**config.mk**
```make
export PLATFORM = sky130hd
export DESIGN_NAME = rfc_rx_fabric_if
export DESIGN_NICKNAME = d
export VERILOG_FILES = /design/src/hw/rfc_pkg.sv /design/src/hw/rfc_rx_fabric_if.sv /design/src/hw/rfc_slot_split.sv
export SDC_FILE = /design/constraint.sdc
export NUM_CORES = 1
export LEC_CHECK = 0
export ABC_CLOCK_PERIOD_IN_PS = 5250
export BUFFER_PORTS_ARGS = -buffer_cell sky130_fd_sc_hd__buf_2
export CORE_MARGIN = 10
export CORE_UTILIZATION = 40
export CTS_CLUSTER_SIZE = 25
export DETAILED_ROUTE_END_ITERATION = 10
export SYNTH_ARGS = -nofsm -noshare
export SYNTH_HDL_FRONTEND = slang
export SYNTH_HIERARCHICAL = 1
export SYNTH_SLANG_ARGS = --single-unit
```
**constraint.sdc**
```tcl
create_clock -name core_clk -period 5.25 [get_ports core_clk]
set_clock_uncertainty 0.15 [all_clocks]
set_input_delay 0 -clock core_clk [delete_from_list [all_inputs] [get_ports core_clk]]
set_output_delay 0 -clock core_clk [all_outputs]
set_load 0.005 [all_outputs]
```
**src/hw/rfc_pkg.sv**
```systemverilog
// shared constants for the receive fabric clock interface
package rfc_pkg;
	localparam int SLOT_W     = 10;
	localparam int BYTE_W     = 8;
	localparam int INT_SLOTS  = 4;
	localparam int IF_SLOTS   = 8;
	localparam int OUT_W      = 128;
	localparam int USED_W     = 64;
	localparam int EXT_W      = 16;
	localparam int EXT_LOW_B  = 8;
	localparam int EXT_HIGH_B = 9;
	localparam int SLOT_CNT_W = 4;
	localparam int DW_W       = 7;
	localparam logic [DW_W-1:0] DW_16 = 7'h10;
	localparam logic [DW_W-1:0] DW_20 = 7'h14;
	localparam logic [DW_W-1:0] DW_32 = 7'h20;
	localparam logic [DW_W-1:0] DW_40 = 7'h28;
	localparam logic [DW_W-1:0] DW_64 = 7'h40;
	localparam logic [DW_W-1:0] DW_80 = 7'h50;
	localparam logic [SLOT_CNT_W-1:0] NB_2 = 4'h2;
	localparam logic [SLOT_CNT_W-1:0] NB_4 = 4'h4;
	localparam logic [SLOT_CNT_W-1:0] NB_8 = 4'h8;
	localparam logic INT_2BYTE = 1'b0;
	localparam logic INT_4BYTE = 1'b1;
	localparam logic STAGE_ON  = 1'b1;
	typedef enum logic [1:0] {
		PH_FIRST  = 2'b01,
		PH_SECOND = 2'b10
	} rfc_phase_e;
endpackage

```
**src/hw/rfc_rx_fabric_if.sv**
```systemverilog
// receive fabric interface: width gearing, byte extension and staging

`timescale 1ns/10ps
module rfc_rx_fabric_if (
	// clock and reset
	input  wire logic                                                 core_clk,
	input  wire logic                                                 arst_n,
	// configuration
	input  wire logic [rfc_pkg::DW_W-1:0]                             dataWidthCfg,
	input  wire logic                                                 internal_width_cfg,
	input  wire logic                                                 staging_flop_cfg,
	input  wire logic                                                 decoder_enable,
	// internal datapath word, slot 0 received first
	input  wire logic [rfc_pkg::INT_SLOTS*rfc_pkg::SLOT_W-1:0]        pcsWord,
	// fabric side
	output logic                                                      ifaceEdge,
	output logic [rfc_pkg::OUT_W-1:0]                                 rx_word_out,
	output logic [rfc_pkg::EXT_W-1:0]                                 rx_extend_low,
	output logic [rfc_pkg::EXT_W-1:0]                                 rx_extend_high,
	output logic                                                      reserved_extension_out
);
	// slot field widths of the internal and interface words
	localparam int IW = rfc_pkg::INT_SLOTS * rfc_pkg::SLOT_W;
	localparam int AW = rfc_pkg::IF_SLOTS * rfc_pkg::SLOT_W;
	// slots used by the 2-byte internal path
	localparam int HW = int'(rfc_pkg::NB_2) * rfc_pkg::SLOT_W;

	// configuration, taken on interface edges
	logic [rfc_pkg::DW_W-1:0] dw_r, dw_nxt;
	logic                     iw_r, iw_nxt;
	logic                     stg_r, stg_nxt;
	logic                     dec_r, dec_nxt;
	// gearing state
	rfc_pkg::rfc_phase_e      phase_r, phase_nxt;
	logic [IW-1:0]            stage_r, stage_nxt;
	logic [AW-1:0]            acc_r, acc_nxt;
	logic [rfc_pkg::USED_W-1:0] data_r, data_nxt;
	logic [rfc_pkg::IF_SLOTS-1:0] lo_r, lo_nxt, hi_r, hi_nxt;

	logic [rfc_pkg::SLOT_CNT_W-1:0] intBytes, ifBytes;
	logic                     doubleRate, rawMode, extWidth;
	logic [IW-1:0]            inWord;
	logic [AW-1:0]            slotsOut;
	logic [rfc_pkg::USED_W-1:0] splitData;
	logic [rfc_pkg::IF_SLOTS-1:0] splitLo, splitHi;

	always_comb begin
		intBytes = (iw_r == rfc_pkg::INT_4BYTE) ? rfc_pkg::NB_4 : rfc_pkg::NB_2;
		case (dw_r)
			rfc_pkg::DW_16, rfc_pkg::DW_20: begin
				ifBytes = rfc_pkg::NB_2;
			end
			rfc_pkg::DW_32, rfc_pkg::DW_40: begin
				ifBytes = rfc_pkg::NB_4;
			end
			default: begin
				ifBytes = rfc_pkg::NB_8;
			end
		endcase
		// only the 20, 40 and 80 settings carry extension bits
		extWidth   = (dw_r == rfc_pkg::DW_20) || (dw_r == rfc_pkg::DW_40) || (dw_r == rfc_pkg::DW_80);
		rawMode    = ~dec_r & extWidth;
		doubleRate = (ifBytes != intBytes);
		// staging flop only when widths match
		inWord     = (!doubleRate && stg_r == rfc_pkg::STAGE_ON) ? stage_r : pcsWord;
		// double rate: the interface clock ticks every second internal cycle
		ifaceEdge  = !doubleRate || (phase_r == rfc_pkg::PH_SECOND);
	end

	// assemble interface slots: first internal word fills the low slots
	always_comb begin
		slotsOut = '0;
		if (!doubleRate) begin
			// equal widths: one internal word per interface word
			slotsOut[IW-1:0] = inWord;
			if (intBytes == rfc_pkg::NB_2) begin
				slotsOut[IW-1:HW] = '0;
			end
		end else if (intBytes == rfc_pkg::NB_2) begin
			// two 2-byte words form one 4-byte word
			slotsOut[HW-1:0]  = acc_r[HW-1:0];
			slotsOut[IW-1:HW] = inWord[HW-1:0];
		end else begin
			// two 4-byte words form one 8-byte word
			slotsOut[IW-1:0]  = acc_r[IW-1:0];
			slotsOut[AW-1:IW] = inWord;
		end
	end

	// one splitter per interface slot
	genvar g;
	generate
		for (g = 0; g < rfc_pkg::IF_SLOTS; g++) begin : gSlot
			rfc_slot_split uSplit (
				.slot     (slotsOut[g*rfc_pkg::SLOT_W +: rfc_pkg::SLOT_W]),
				.rawMode  (rawMode),
				.slotUsed (rfc_pkg::SLOT_CNT_W'(g) < ifBytes),
				.dataByte (splitData[g*rfc_pkg::BYTE_W +: rfc_pkg::BYTE_W]),
				.extLow   (splitLo[g]),
				.extHigh  (splitHi[g])
			);
		end
	endgenerate

	// configuration group: new settings take effect only on an interface edge
	always_comb begin
		dw_nxt  = dw_r;
		iw_nxt  = iw_r;
		stg_nxt = stg_r;
		dec_nxt = dec_r;
		if (ifaceEdge) begin
			dw_nxt  = dataWidthCfg;
			iw_nxt  = internal_width_cfg;
			stg_nxt = staging_flop_cfg;
			dec_nxt = decoder_enable;
		end
	end

	always_ff @(posedge core_clk or negedge arst_n) begin
		if (!arst_n) begin
			dw_r  <= rfc_pkg::DW_16;
			iw_r  <= rfc_pkg::INT_2BYTE;
			stg_r <= 1'b0;
			dec_r <= 1'b0;
		end else begin
			dw_r  <= dw_nxt;
			iw_r  <= iw_nxt;
			stg_r <= stg_nxt;
			dec_r <= dec_nxt;
		end
	end

	// gearing group: phase restarts at reset, so word pairs align to its release
	always_comb begin
		phase_nxt = phase_r;
		acc_nxt   = acc_r;
		stage_nxt = pcsWord;
		if (doubleRate) begin
			case (phase_r)
				rfc_pkg::PH_FIRST: begin
					// first word of a pair waits for its partner
					acc_nxt[IW-1:0] = inWord;
					phase_nxt       = rfc_pkg::PH_SECOND;
				end
				rfc_pkg::PH_SECOND: begin
					phase_nxt = rfc_pkg::PH_FIRST;
				end
				default: begin
					phase_nxt = rfc_pkg::PH_FIRST;
				end
			endcase
		end else begin
			phase_nxt = rfc_pkg::PH_FIRST;
		end
	end

	always_ff @(posedge core_clk or negedge arst_n) begin
		if (!arst_n) begin
			phase_r <= rfc_pkg::PH_FIRST;
			acc_r   <= '0;
			stage_r <= '0;
		end else begin
			phase_r <= phase_nxt;
			acc_r   <= acc_nxt;
			stage_r <= stage_nxt;
		end
	end

	// output group: words and extension bits hold between interface edges
	always_comb begin
		data_nxt = data_r;
		lo_nxt   = lo_r;
		hi_nxt   = hi_r;
		if (ifaceEdge) begin
			data_nxt = splitData;
			lo_nxt   = splitLo;
			hi_nxt   = splitHi;
		end
	end

	always_ff @(posedge core_clk or negedge arst_n) begin
		if (!arst_n) begin
			data_r <= '0;
			lo_r   <= '0;
			hi_r   <= '0;
		end else begin
			data_r <= data_nxt;
			lo_r   <= lo_nxt;
			hi_r   <= hi_nxt;
		end
	end

	// upper data half and extension tops stay zero
	always_comb begin
		rx_word_out = {{(rfc_pkg::OUT_W-rfc_pkg::USED_W){1'b0}}, data_r};
		rx_extend_low  = {{(rfc_pkg::EXT_W-rfc_pkg::IF_SLOTS){1'b0}}, lo_r};
		rx_extend_high = {{(rfc_pkg::EXT_W-rfc_pkg::IF_SLOTS){1'b0}}, hi_r};
		// reserved output has no function in this block
		reserved_extension_out = 1'b0;
	end
endmodule

```
**src/hw/rfc_slot_split.sv**
```systemverilog
// splits one 10-bit received slot into its byte and two extension bits
`timescale 1ns/10ps
module rfc_slot_split (
	// slot in
	input  wire logic [rfc_pkg::SLOT_W-1:0] slot,
	input  wire logic                       rawMode,
	input  wire logic                       slotUsed,
	// split out
	output logic      [rfc_pkg::BYTE_W-1:0] dataByte,
	output logic                            extLow,
	output logic                            extHigh
);
	always_comb begin
		dataByte = slotUsed ? slot[rfc_pkg::BYTE_W-1:0] : '0;
		extLow   = slotUsed & rawMode & slot[rfc_pkg::EXT_LOW_B];
		extHigh  = slotUsed & rawMode & slot[rfc_pkg::EXT_HIGH_B];
	end
endmodule

```
==> results of run 1 <==
-- final cells by class --
class	instances	area, sq um
antenna	1	2.50
clock buffer	22	454
clock inverter	8	95.1
fill	2079	11900
inverter	6	22.5
multi-input combinational	553	4230
sequential	172	4310
tap	285	357
timing repair buffer	198	1290
-- flip-flops by register name (all words and copies together) (netlist names) --
name	flops
acc_r	40
data_r	64
dec_r	1
dw_r	7
hi_r	8
iw_r	1
lo_r	8
phase_r	2
stage_r	40
stg_r	1
-- cell usage in the layout, fill, tap and decap left out, types with 2 or more instances in the layout --
master / synthesis / routed
dfrtp_1: 170 / 169
buf_2: 6 / 131
mux2_4: 90 / 90
conb_1: 1 / 81
nand2_1: 80 / 80
and2_2: 64 / 64
a21oi_1: 60 / 60
dlygate4sd3_1: 0 / 51
mux2i_1: 40 / 40
mux2_1: 40 / 40
nor2_1: 23 / 23
a22oi_1: 19 / 19
o21ai_1: 20 / 19
and3_1: 17 / 17
clkbuf_16: 0 / 17
buf_4: 82 / 15
inv_1: 5 / 5
clkbuf_1: 25 / 4
clkinv_2: 0 / 4
nor4b_2: 2 / 2
o211ai_1: 2 / 2
o21a_1: 2 / 2
ha_1: 2 / 2
clkinvlp_4: 0 / 2
bufinv_16: 0 / 2
dfstp_2: 2 / 2
-- repair_timing --
action / 4_1_cts / 5_1_grt
hold endpoints to repair: 197 / 0
hold buffers: 51 / 0
gates resized for setup: 0 / 0
buffers inserted: 0 / 0
-- per-stage QoR --
| step | std cells | area [sq um] | total power, mW | utilization (%) | setup WS [ns] |
|---|---|---|---|---|---|
| after floorplan | 855 | 9480 | 1.66 | - | 1.88 |
| after detailed placement | 1163 | 9700 | 1.76 | 42.8 | 1.14 |
| after global routing | 1244 | 10800 | 3.10 | 47.5 | 0.851 |
| after CTS | 1244 | 10800 | 3.00 | 47.5 | 1.12 |
| after global placement | 1163 | 9700 | 1.75 | 42.8 | 1.26 |
| final | 1245 | 10800 | 2.97 | 47.5 | 1.15 |
-- final timing paths --
kind,start,to,slack [ns]
hold / removal,arst_n,data_r[4],0.11
max in group asynchronous,arst_n,stg_r,3.69
setup / recovery,dw_r[4],data_r[33],1.15
hold reg to reg,acc_r[22],acc_r[22],0.34
min in group core_clk,pcsWord[38],stage_r[38],0.13
setup reg to reg,dw_r[4],data_r[33],1.15
-- where the power goes --
part	internal, mW	switching [mW]	leakage (nW)
Combinational	0.172	0.162	3.19
Clock	0.705	0.500	0.266
Sequential	1.39	0.0373	2.09
Total	2.27	0.699	5.54
-- per-layer routing --
layer / vias up / part of all wire, %
met5: - / 0
met4: 0 / 1.4
met3: 16 / 5.0
met2: 151 / 48
met1: 2959 / 45
li1: 2841 / -
-- kinds of logic (layout without fill, tap and decap cells) --
family	after synthesis	in the layout	synth area share [%]
compound gates	108	108	6.79
buf+inv	130	234	10.5
xor+xnor	1	1	0.0955
simple gates	191	191	11.4
fa+ha+maj	2	2	0.273
mux	170	170	24.0
flops	172	172	46.9
other cells	1	82	0.0409
==> out/results.ini, run 1 <==
[outcome]
status=completed

[place]
hpwl_mm=15.9
port_buffers=132
place.gp.congestion=0.788

[floorplan]
die_width_um=171
num_rows=55
start_util_pct=40.5
die-area_sq_um=29400
core-area_sq_um=22600
io_pins=214
die_y_um=171

[hold_path]
min_path_type=in -> async

[logic_synthesis]
syn_area_per_cell_sq_um=11.8
syn_area_sq_um=9180
ys_types=35
synth_largest_area_cell=dfrtp_1
synth_top_area_share_pct=46.4
synthCells=775
seq_area_frac_synth_pct=46.9
yosys-top-cells-area=dfrtp_1 (46%), mux2_4 (15%), buf_4 (6.7%)
synth_most_common_cell=dfrtp_1
yosys_warnings=6
ys_seq_elements=172
synthFlopType=dfrtp_1
synth-edff-count=0
async_flop_share_pct=100
synth_common_cells=dfrtp_1 (170), mux2_4 (90), buf_4 (82)

[final_layout]
syn_to_final_growth_pct=17.2
drive_gt1_share_pct=35.1
finalNetCount=1002

[pwr]
p_leak_nw=5.54
powerDensity_nw_per_um2=276
ir_drop_mv=0.178

[routing]
first_pass_iters=5
first_iter_violations=505
post_drt_wl_per_cell_um=18.7
drc=0
ant_nets=0
vias=5967
avgViaCountPerCell=4.79
wl_mm=23.3

[global_route]
met3_usage_pct=3.53
use_met2_pct=25.2
met1_usage_pct=20.8
grt_busiest_layer=met2
grt_max_degree=101
antenna_found_initial=1
grt_use_total_pct=15.8
overflow=0
grt_pass1_wl_mm=36.1
grt_pass1_vias=6260

[sta]
final.setup.tns_ns=0
rsz0062_at_grt=no
relSlewSlack_pct=34.8
fin_crit_sh_pct=78.1
tightest_slew_ns=0.978
finalCriticalPeriod_ns=4.10
hold_viol=0
timing.fmax_ghz=0.244
whs_ns=0.114
finalSetupViolCount=0
maxSlewViolCount=0

[setup_path]
crit_buf_inv=2
worstPathArrival_ns=4.30
crit_type=reg -> reg
worst_setup_path_end_kind=flip-flop
required_ns=5.45
cp_top_family=simple AND/OR/NAND/NOR gates
crit_slowest_cell=o211a_1
cp_max_fo=26
crit_chain=or3b_1 -> or4_1 -> ha_1 -> inv_1 -> o211a_1 -> buf_4 -> nand2_1 -> a21oi_1 -> and2_2 -> mux2_4
r2r_cells=10
crit_cells=10
slowest_delay_ns=0.60
cp-start-kind=flip-flop

[cts]
cts_buffer_depth=2
clock_latency_ns=0.42
htree_num_levels=4
cts-buffers-inserted=17
numClockSinks=172
cts_root_buf=clkbuf_16
tritoncts=built
clk_pin_slew_ns=0.07

[run]
drv_cap=0

No activity file was read; power rests on OpenSTA's default activity.
==> run 2, diff against run 1 <==
--- a/config.mk
+++ b/config.mk
@@ -5,7 +5,7 @@
 export SDC_FILE = /design/constraint.sdc
 export NUM_CORES = 1
 export LEC_CHECK = 0
-export ABC_CLOCK_PERIOD_IN_PS = 5250
+export ABC_CLOCK_PERIOD_IN_PS = 4100
 export BUFFER_PORTS_ARGS = -buffer_cell sky130_fd_sc_hd__buf_2
 export CORE_MARGIN = 10
 export CORE_UTILIZATION = 40
==> constraint.sdc (replaced) <==
create_clock -name core_clk -period 4.1 [get_ports core_clk]
set_clock_uncertainty 0.15 [all_clocks]
set_input_delay 0 -clock core_clk [delete_from_list [all_inputs] [get_ports core_clk]]
set_output_delay 0 -clock core_clk [all_outputs]
set_load 0.005 [all_outputs]
==> out/results.ini, run 2 (same netlist as run 1, synthesis figures left out) <==
[routing]
avgViaCountPerCell=4.77  ; -0.53%
first_pass_iters=5  ; unchanged
first_iter_violations=392  ; -22%
drc=0  ; unchanged
ant_nets=0  ; unchanged
post_drt_wl_per_cell_um=19.1  ; +1.9%
wl_mm=23.7  ; +2.0%
vias=5940  ; -0.45%

[cts]
clock_latency_ns=0.42  ; about the same
cts_buffer_depth=2  ; unchanged
clk_pin_slew_ns=0.07  ; about the same
htree_num_levels=4  ; unchanged
cts_root_buf=clkbuf_16
cts-buffers-inserted=17  ; unchanged
tritoncts=built
numClockSinks=172  ; unchanged

[sta]
timing.fmax_ghz=0.278  ; +14%
fin_crit_sh_pct=87.8  ; +9.8 points
tightest_slew_ns=1.06  ; +0.0767 ns
maxSlewViolCount=0  ; unchanged
relSlewSlack_pct=29.7  ; -5.1 points
finalCriticalPeriod_ns=3.60  ; -0.498 ns
hold_viol=0  ; unchanged
finalSetupViolCount=0  ; unchanged
whs_ns=0.122  ; +0.00825 ns
final.setup.tns_ns=0  ; unchanged
rsz0062_at_grt=no

[pwr]
switching_share_pct=22.7  ; -0.86 points
p_leak_nw=5.61  ; +1.2%
powerDensity_nw_per_um2=376  ; +36%
ir_drop_mv=0.262  ; +47%
seqPwrFrac_pct=44.9  ; -3.3 points
p_int_mw=3.16  ; +39%
p_sw_mw=0.929  ; +33%
p_clk_share_pct=44.9  ; +4.3 points
pwr-share-comb_pct=10.2  ; -1.1 points

[hold_path]
min_path_type=in -> reg
hold_end=stage_r[38]
hold_depth=2
hp-start=pcsWord[38]

[setup_path]
cp-start-kind=flip-flop
worstPathArrival_ns=3.76  ; -0.54 ns
required_ns=4.26  ; -1.19 ns
r2r-start=dw_r[4]
crit_type=reg -> reg
r2r_cells=8  ; -2
worst_setup_path_end_kind=flip-flop
slowest_delay_ns=0.56  ; -0.04 ns
r2r_setup_slack_ns=0.50  ; -0.65 ns
cp_max_fo=19  ; -27%
reg2reg_to=data_r[23]
crit_chain=or3b_1 -> or4_1 -> ha_1 -> o21a_1 -> a22oi_1 -> o21ai_1 -> and2_2 -> mux2_4
crit_slowest_cell=o21a_1

[floorplan]
die-area_sq_um=29400  ; unchanged
core-area_sq_um=22600  ; unchanged
die_width_um=171  ; unchanged
die_y_um=171  ; unchanged
start_util_pct=40.5  ; unchanged
io_pins=214  ; unchanged
num_rows=55  ; unchanged

[final_layout]
antenna_cells=0  ; -1
multi_input_area_sq_um=4230  ; unchanged
seqCellArea_sq_um=4310  ; unchanged
syn_to_final_growth_pct=18.7
final_cell_mix=dfrtp_1 (169), buf_2 (131), mux2_4 (90)
finalNetCount=1002  ; unchanged
drive_gt1_share_pct=35.4  ; +0.24 points
largest_reg_flops=64  ; unchanged
top_register=data_r
final_common_cell=dfrtp_1
top_regs=data_r x64, acc_r x40, stage_r x40
fillers=2077  ; -0.096%

[global_route]
grt_max_degree=113  ; +12%
use_met2_pct=25.9  ; +0.63 points
met1_usage_pct=21.3  ; +0.44 points
antenna_found_initial=0  ; -1
grt_pass1_wl_mm=36.6  ; +1.5%
grt_pass1_vias=6270  ; +0.16%
grt_use_total_pct=16.0  ; +0.28 points
overflow=0  ; unchanged
met3_usage_pct=3.19  ; -0.34 points
grt_busiest_layer=met2

[place]
place.gp.congestion=0.774  ; -1.9%
hpwl_mm=15.8  ; -0.74%
port_buffers=132  ; unchanged

[outcome]
status=completed

[run]
drv_cap=0  ; unchanged

-- run 2: how the worst max path moves through the flow --
| stage | from | end |
|---|---|---|
| 6_report | dw_r[4] | data_r[23] |
| 5_1_grt | dw_r[4] | acc_r[36] |
| 4_1_cts | dw_r[4] | acc_r[36] |
| 3_5_place_dp | dw_r[4] | acc_r[36] |
| 3_3_place_gp | dw_r[4] | data_r[23] |
| 2_1_floorplan | dw_r[4] | data_r[24] |
-- run 2: power groups by stage --
stage,combinational [mW],sequential (mW),clock [mW]
global placement,0.380,1.87,0
CTS,0.425,1.84,1.88
floorplan,0.277,1.85,0
finish,0.419,1.84,1.84
detailed placement,0.385,1.87,0
global route,0.468,1.85,1.95
-- run 2: layout make-up --
| class | count | area share, % |
|---|---|---|
| Clock buffer | 21 | 4.13 |
| Clock inverter | 11 | 1.97 |
| Inverter | 6 | 0.207 |
| Multi-Input combinational cell | 553 | 38.8 |
| Sequential cell | 172 | 39.5 |
| Tap cell | 285 | 3.27 |
| Timing Repair Buffer | 198 | 12.1 |
-- run 2: through the flow --
step                      util (%)  setup WS [ns]  instance area (sq um)  power (mW)  cells
after floorplan                  -          0.730                   9480        2.13    855
after global placement        42.9          0.537                   9720        2.25   1163
after detailed placement      42.9          0.427                   9720        2.25   1163
after CTS                     48.1          0.428                  10900        4.15   1246
after global routing          48.1          0.251                  10900        4.27   1246
final                         48.1          0.500                  10900        4.09   1246
-- run 2: worst max-delay path: cells and delay by family, from the launching register on --
family	cells	cell delay (ns)
muxes	1	0.26
and+or+nand+nor	3	1.10
AOI/OAI and AO/OA	3	1.00
DFF	1	0.55
adders and majority gates	1	0.42
-- run 2: metal layers --
layer,vias to the layer above,part of all wire [%],routed length (um)
li1,2835,-,-
met1,2919,45,10700
met2,168,48,11400
met3,18,5.5,1300
met4,0,1.4,337
met5,-,0,0
-- run 2: timing repair --
item,4_1_cts,5_1_grt
hold buffers,51,0
setup buffers,0,0
endpoints found under the hold margin,216,0
resized for setup,0,0
==> run 3, diff against run 2 <==
--- a/config.mk
+++ b/config.mk
@@ -5,7 +5,7 @@
 export SDC_FILE = /design/constraint.sdc
 export NUM_CORES = 1
 export LEC_CHECK = 0
-export ABC_CLOCK_PERIOD_IN_PS = 4100
+export ABC_CLOCK_PERIOD_IN_PS = 4600
 export BUFFER_PORTS_ARGS = -buffer_cell sky130_fd_sc_hd__buf_2
 export CORE_MARGIN = 10
 export CORE_UTILIZATION = 40
==> constraint.sdc (replaced) <==
create_clock -name core_clk -period 4.6 [get_ports core_clk]
set_clock_uncertainty 0.15 [all_clocks]
set_input_delay 0 -clock core_clk [delete_from_list [all_inputs] [get_ports core_clk]]
set_output_delay 0 -clock core_clk [all_outputs]
set_load 0.005 [all_outputs]
==> out/results.ini, run 3 (same netlist as run 1, synthesis figures left out) <==
[outcome]
status=completed

[final_layout]
instances_no_fill=1246  ; unchanged
syn_to_final_growth_pct=17.2
top_register=data_r
final_cell_mix=dfrtp_1 (169), buf_2 (131), mux2_4 (90)
finalCoreUtilization_pct=47.5  ; -0.64 points
drive_gt1_share_pct=35.1  ; -0.28 points
final_common_cell=dfrtp_1
top_regs=data_r x64, acc_r x40, stage_r x40
largest_reg_flops=64  ; unchanged
final_area_sq_um=10800  ; -1.3%
finalNetCount=1001  ; -0.10%

[setup_path]
cp_top_family=simple AND/OR/NAND/NOR gates
crit_slowest_cell=dfstp_2
r2r_cells=9  ; +1
required_ns=4.76  ; +0.50 ns
slowest_delay_ns=0.55  ; about the same
worstPathArrival_ns=3.72  ; -0.04 ns
crit_type=reg -> reg
cp_max_fo=25  ; +6
crit_chain=or3b_1 -> or4_1 -> ha_1 -> buf_4 -> o21a_1 -> a22oi_1 -> o21ai_1 -> and2_2 -> mux2_4
cp-start-kind=flip-flop
worst_setup_path_end_kind=flip-flop
crit_buf_inv=1  ; +1
crit_cells=9  ; +1

[floorplan]
io_pins=214  ; unchanged
start_util_pct=40.5  ; unchanged
num_rows=55  ; unchanged
die-area_sq_um=29400  ; unchanged
die_y_um=171  ; unchanged
die_width_um=171  ; unchanged
core-area_sq_um=22600  ; unchanged

[global_route]
grt_use_total_pct=15.8  ; -0.25 points
grt_pass1_wl_mm=36.0  ; -1.8%
overflow=0  ; unchanged
grt_pass1_vias=6146  ; -2.0%
grt_max_degree=102  ; -9.7%
antenna_found_initial=1  ; +1

[sta]
fin_crit_sh_pct=77.4  ; -10 points
maxSlewViolCount=0  ; unchanged
rsz0062_at_grt=no
finalCriticalPeriod_ns=3.56  ; -0.0396 ns
relSlewSlack_pct=24.4  ; -5.3 points
finalSetupViolCount=0  ; unchanged
hold_viol=0  ; unchanged
timing.fmax_ghz=0.281  ; +1.1%
setup_ws_ns=1.04  ; +0.540 ns
whs_ns=0.106  ; -0.0160 ns
tightest_slew_ns=1.13  ; +0.0770 ns
final.setup.tns_ns=0  ; unchanged

[routing]
detailroute.wirelength.met3_mm=1.31  ; +1.3%
post_drt_wl_per_cell_um=18.9  ; -0.65%
met1_length_mm=10.6  ; -1.5%
vias=5988  ; +0.81%
top_layer=met4
drc=0  ; unchanged
first_iter_violations=384  ; -2.0%
avgViaCountPerCell=4.81  ; +0.81%
ant_nets=0  ; unchanged
first_pass_iters=4  ; -1
wl_mm=23.6  ; -0.65%
route.met2.wl_mm=11.4  ; about the same

[place]
port_buffers=132  ; unchanged
placed_area_sq_um=9710  ; about the same
pre_cts_ws_ns=1.05  ; +0.618 ns
numPlacedInstances=1162  ; -0.086%
hpwl_mm=15.9  ; +0.81%
place.gp.congestion=0.747  ; -3.4%

[cts]
cts-buffers-inserted=17  ; unchanged
ctsResizeCount=0  ; unchanged
cts_root_buf=clkbuf_16
htree_num_levels=4  ; unchanged
tritoncts=built
cts_buffer_depth=2  ; unchanged
clock_latency_ns=0.42  ; about the same
numClockSinks=172  ; unchanged
clk_pin_slew_ns=0.06  ; about the same

[pwr]
powerDensity_nw_per_um2=310  ; -18%
ir_drop_mv=0.250  ; -4.6%
p_leak_nw=5.54  ; -1.2%
power.total_mw=3.33  ; -19%

[hold_path]
min_path_type=in -> async

[run]
drv_cap=0  ; unchanged

==> run 3: path summary, 6_finish.rpt <==
check	to	start	slack, ns
max	data_r[21]	dw_r[4]	1.04
min	data_r[37]	arst_n	0.11
max reg2reg	data_r[21]	dw_r[4]	1.04
min reg2reg	acc_r[19]	acc_r[19]	0.34
max in group asynchronous	acc_r[26]	arst_n	3.13
min in group core_clk	stage_r[32]	pcsWord[32]	0.11
==> run 3: timing repair <==
action,4_1_cts,5_1_grt
hold endpoints to repair,215,0
setup buffers,0,0
endpoints found under the setup margin,0,0
hold buffers,51,0
==> run 3: report_power, final <==
group          switching (mW)  internal, mW  total [mW]
combinational           0.179         0.197       0.376
clock                   0.587         0.730        1.32
sequential             0.0490          1.59        1.64
==> run 3: layout make-up <==
| class | instances | area (sq um) |
|---|---|---|
| timing repair buffer | 197 | 1310 |
| multi-input combinational | 553 | 4230 |
| sequential | 172 | 4310 |
| clock buffer | 25 | 485 |
| tap | 285 | 357 |
| fill | 2113 | 11900 |
| antenna | 1 | 2.50 |
| clock inverter | 7 | 40.0 |
| inverter | 6 | 22.5 |
==> run 3: worst reg2reg max path: stages (launching register included) <==
cell,delay [ns]
dfstp_2,0.55
or3b_1,0.40
or4_1,0.52
ha_1,0.26
buf_4,0.22
o21a_1,0.50
a22oi_1,0.33
o21ai_1,0.09
and2_2,0.19
mux2_4,0.26
==> run 3: routing by layer <==
| layer | track usage (%) | vias to the layer above |
|---|---|---|
| li1 | - | 2830 |
| met1 | 20.9 | 2969 |
| met2 | 25.3 | 168 |
| met3 | 3.44 | 21 |
| met4 | 4.39 | 0 |
| met5 | 0 | - |
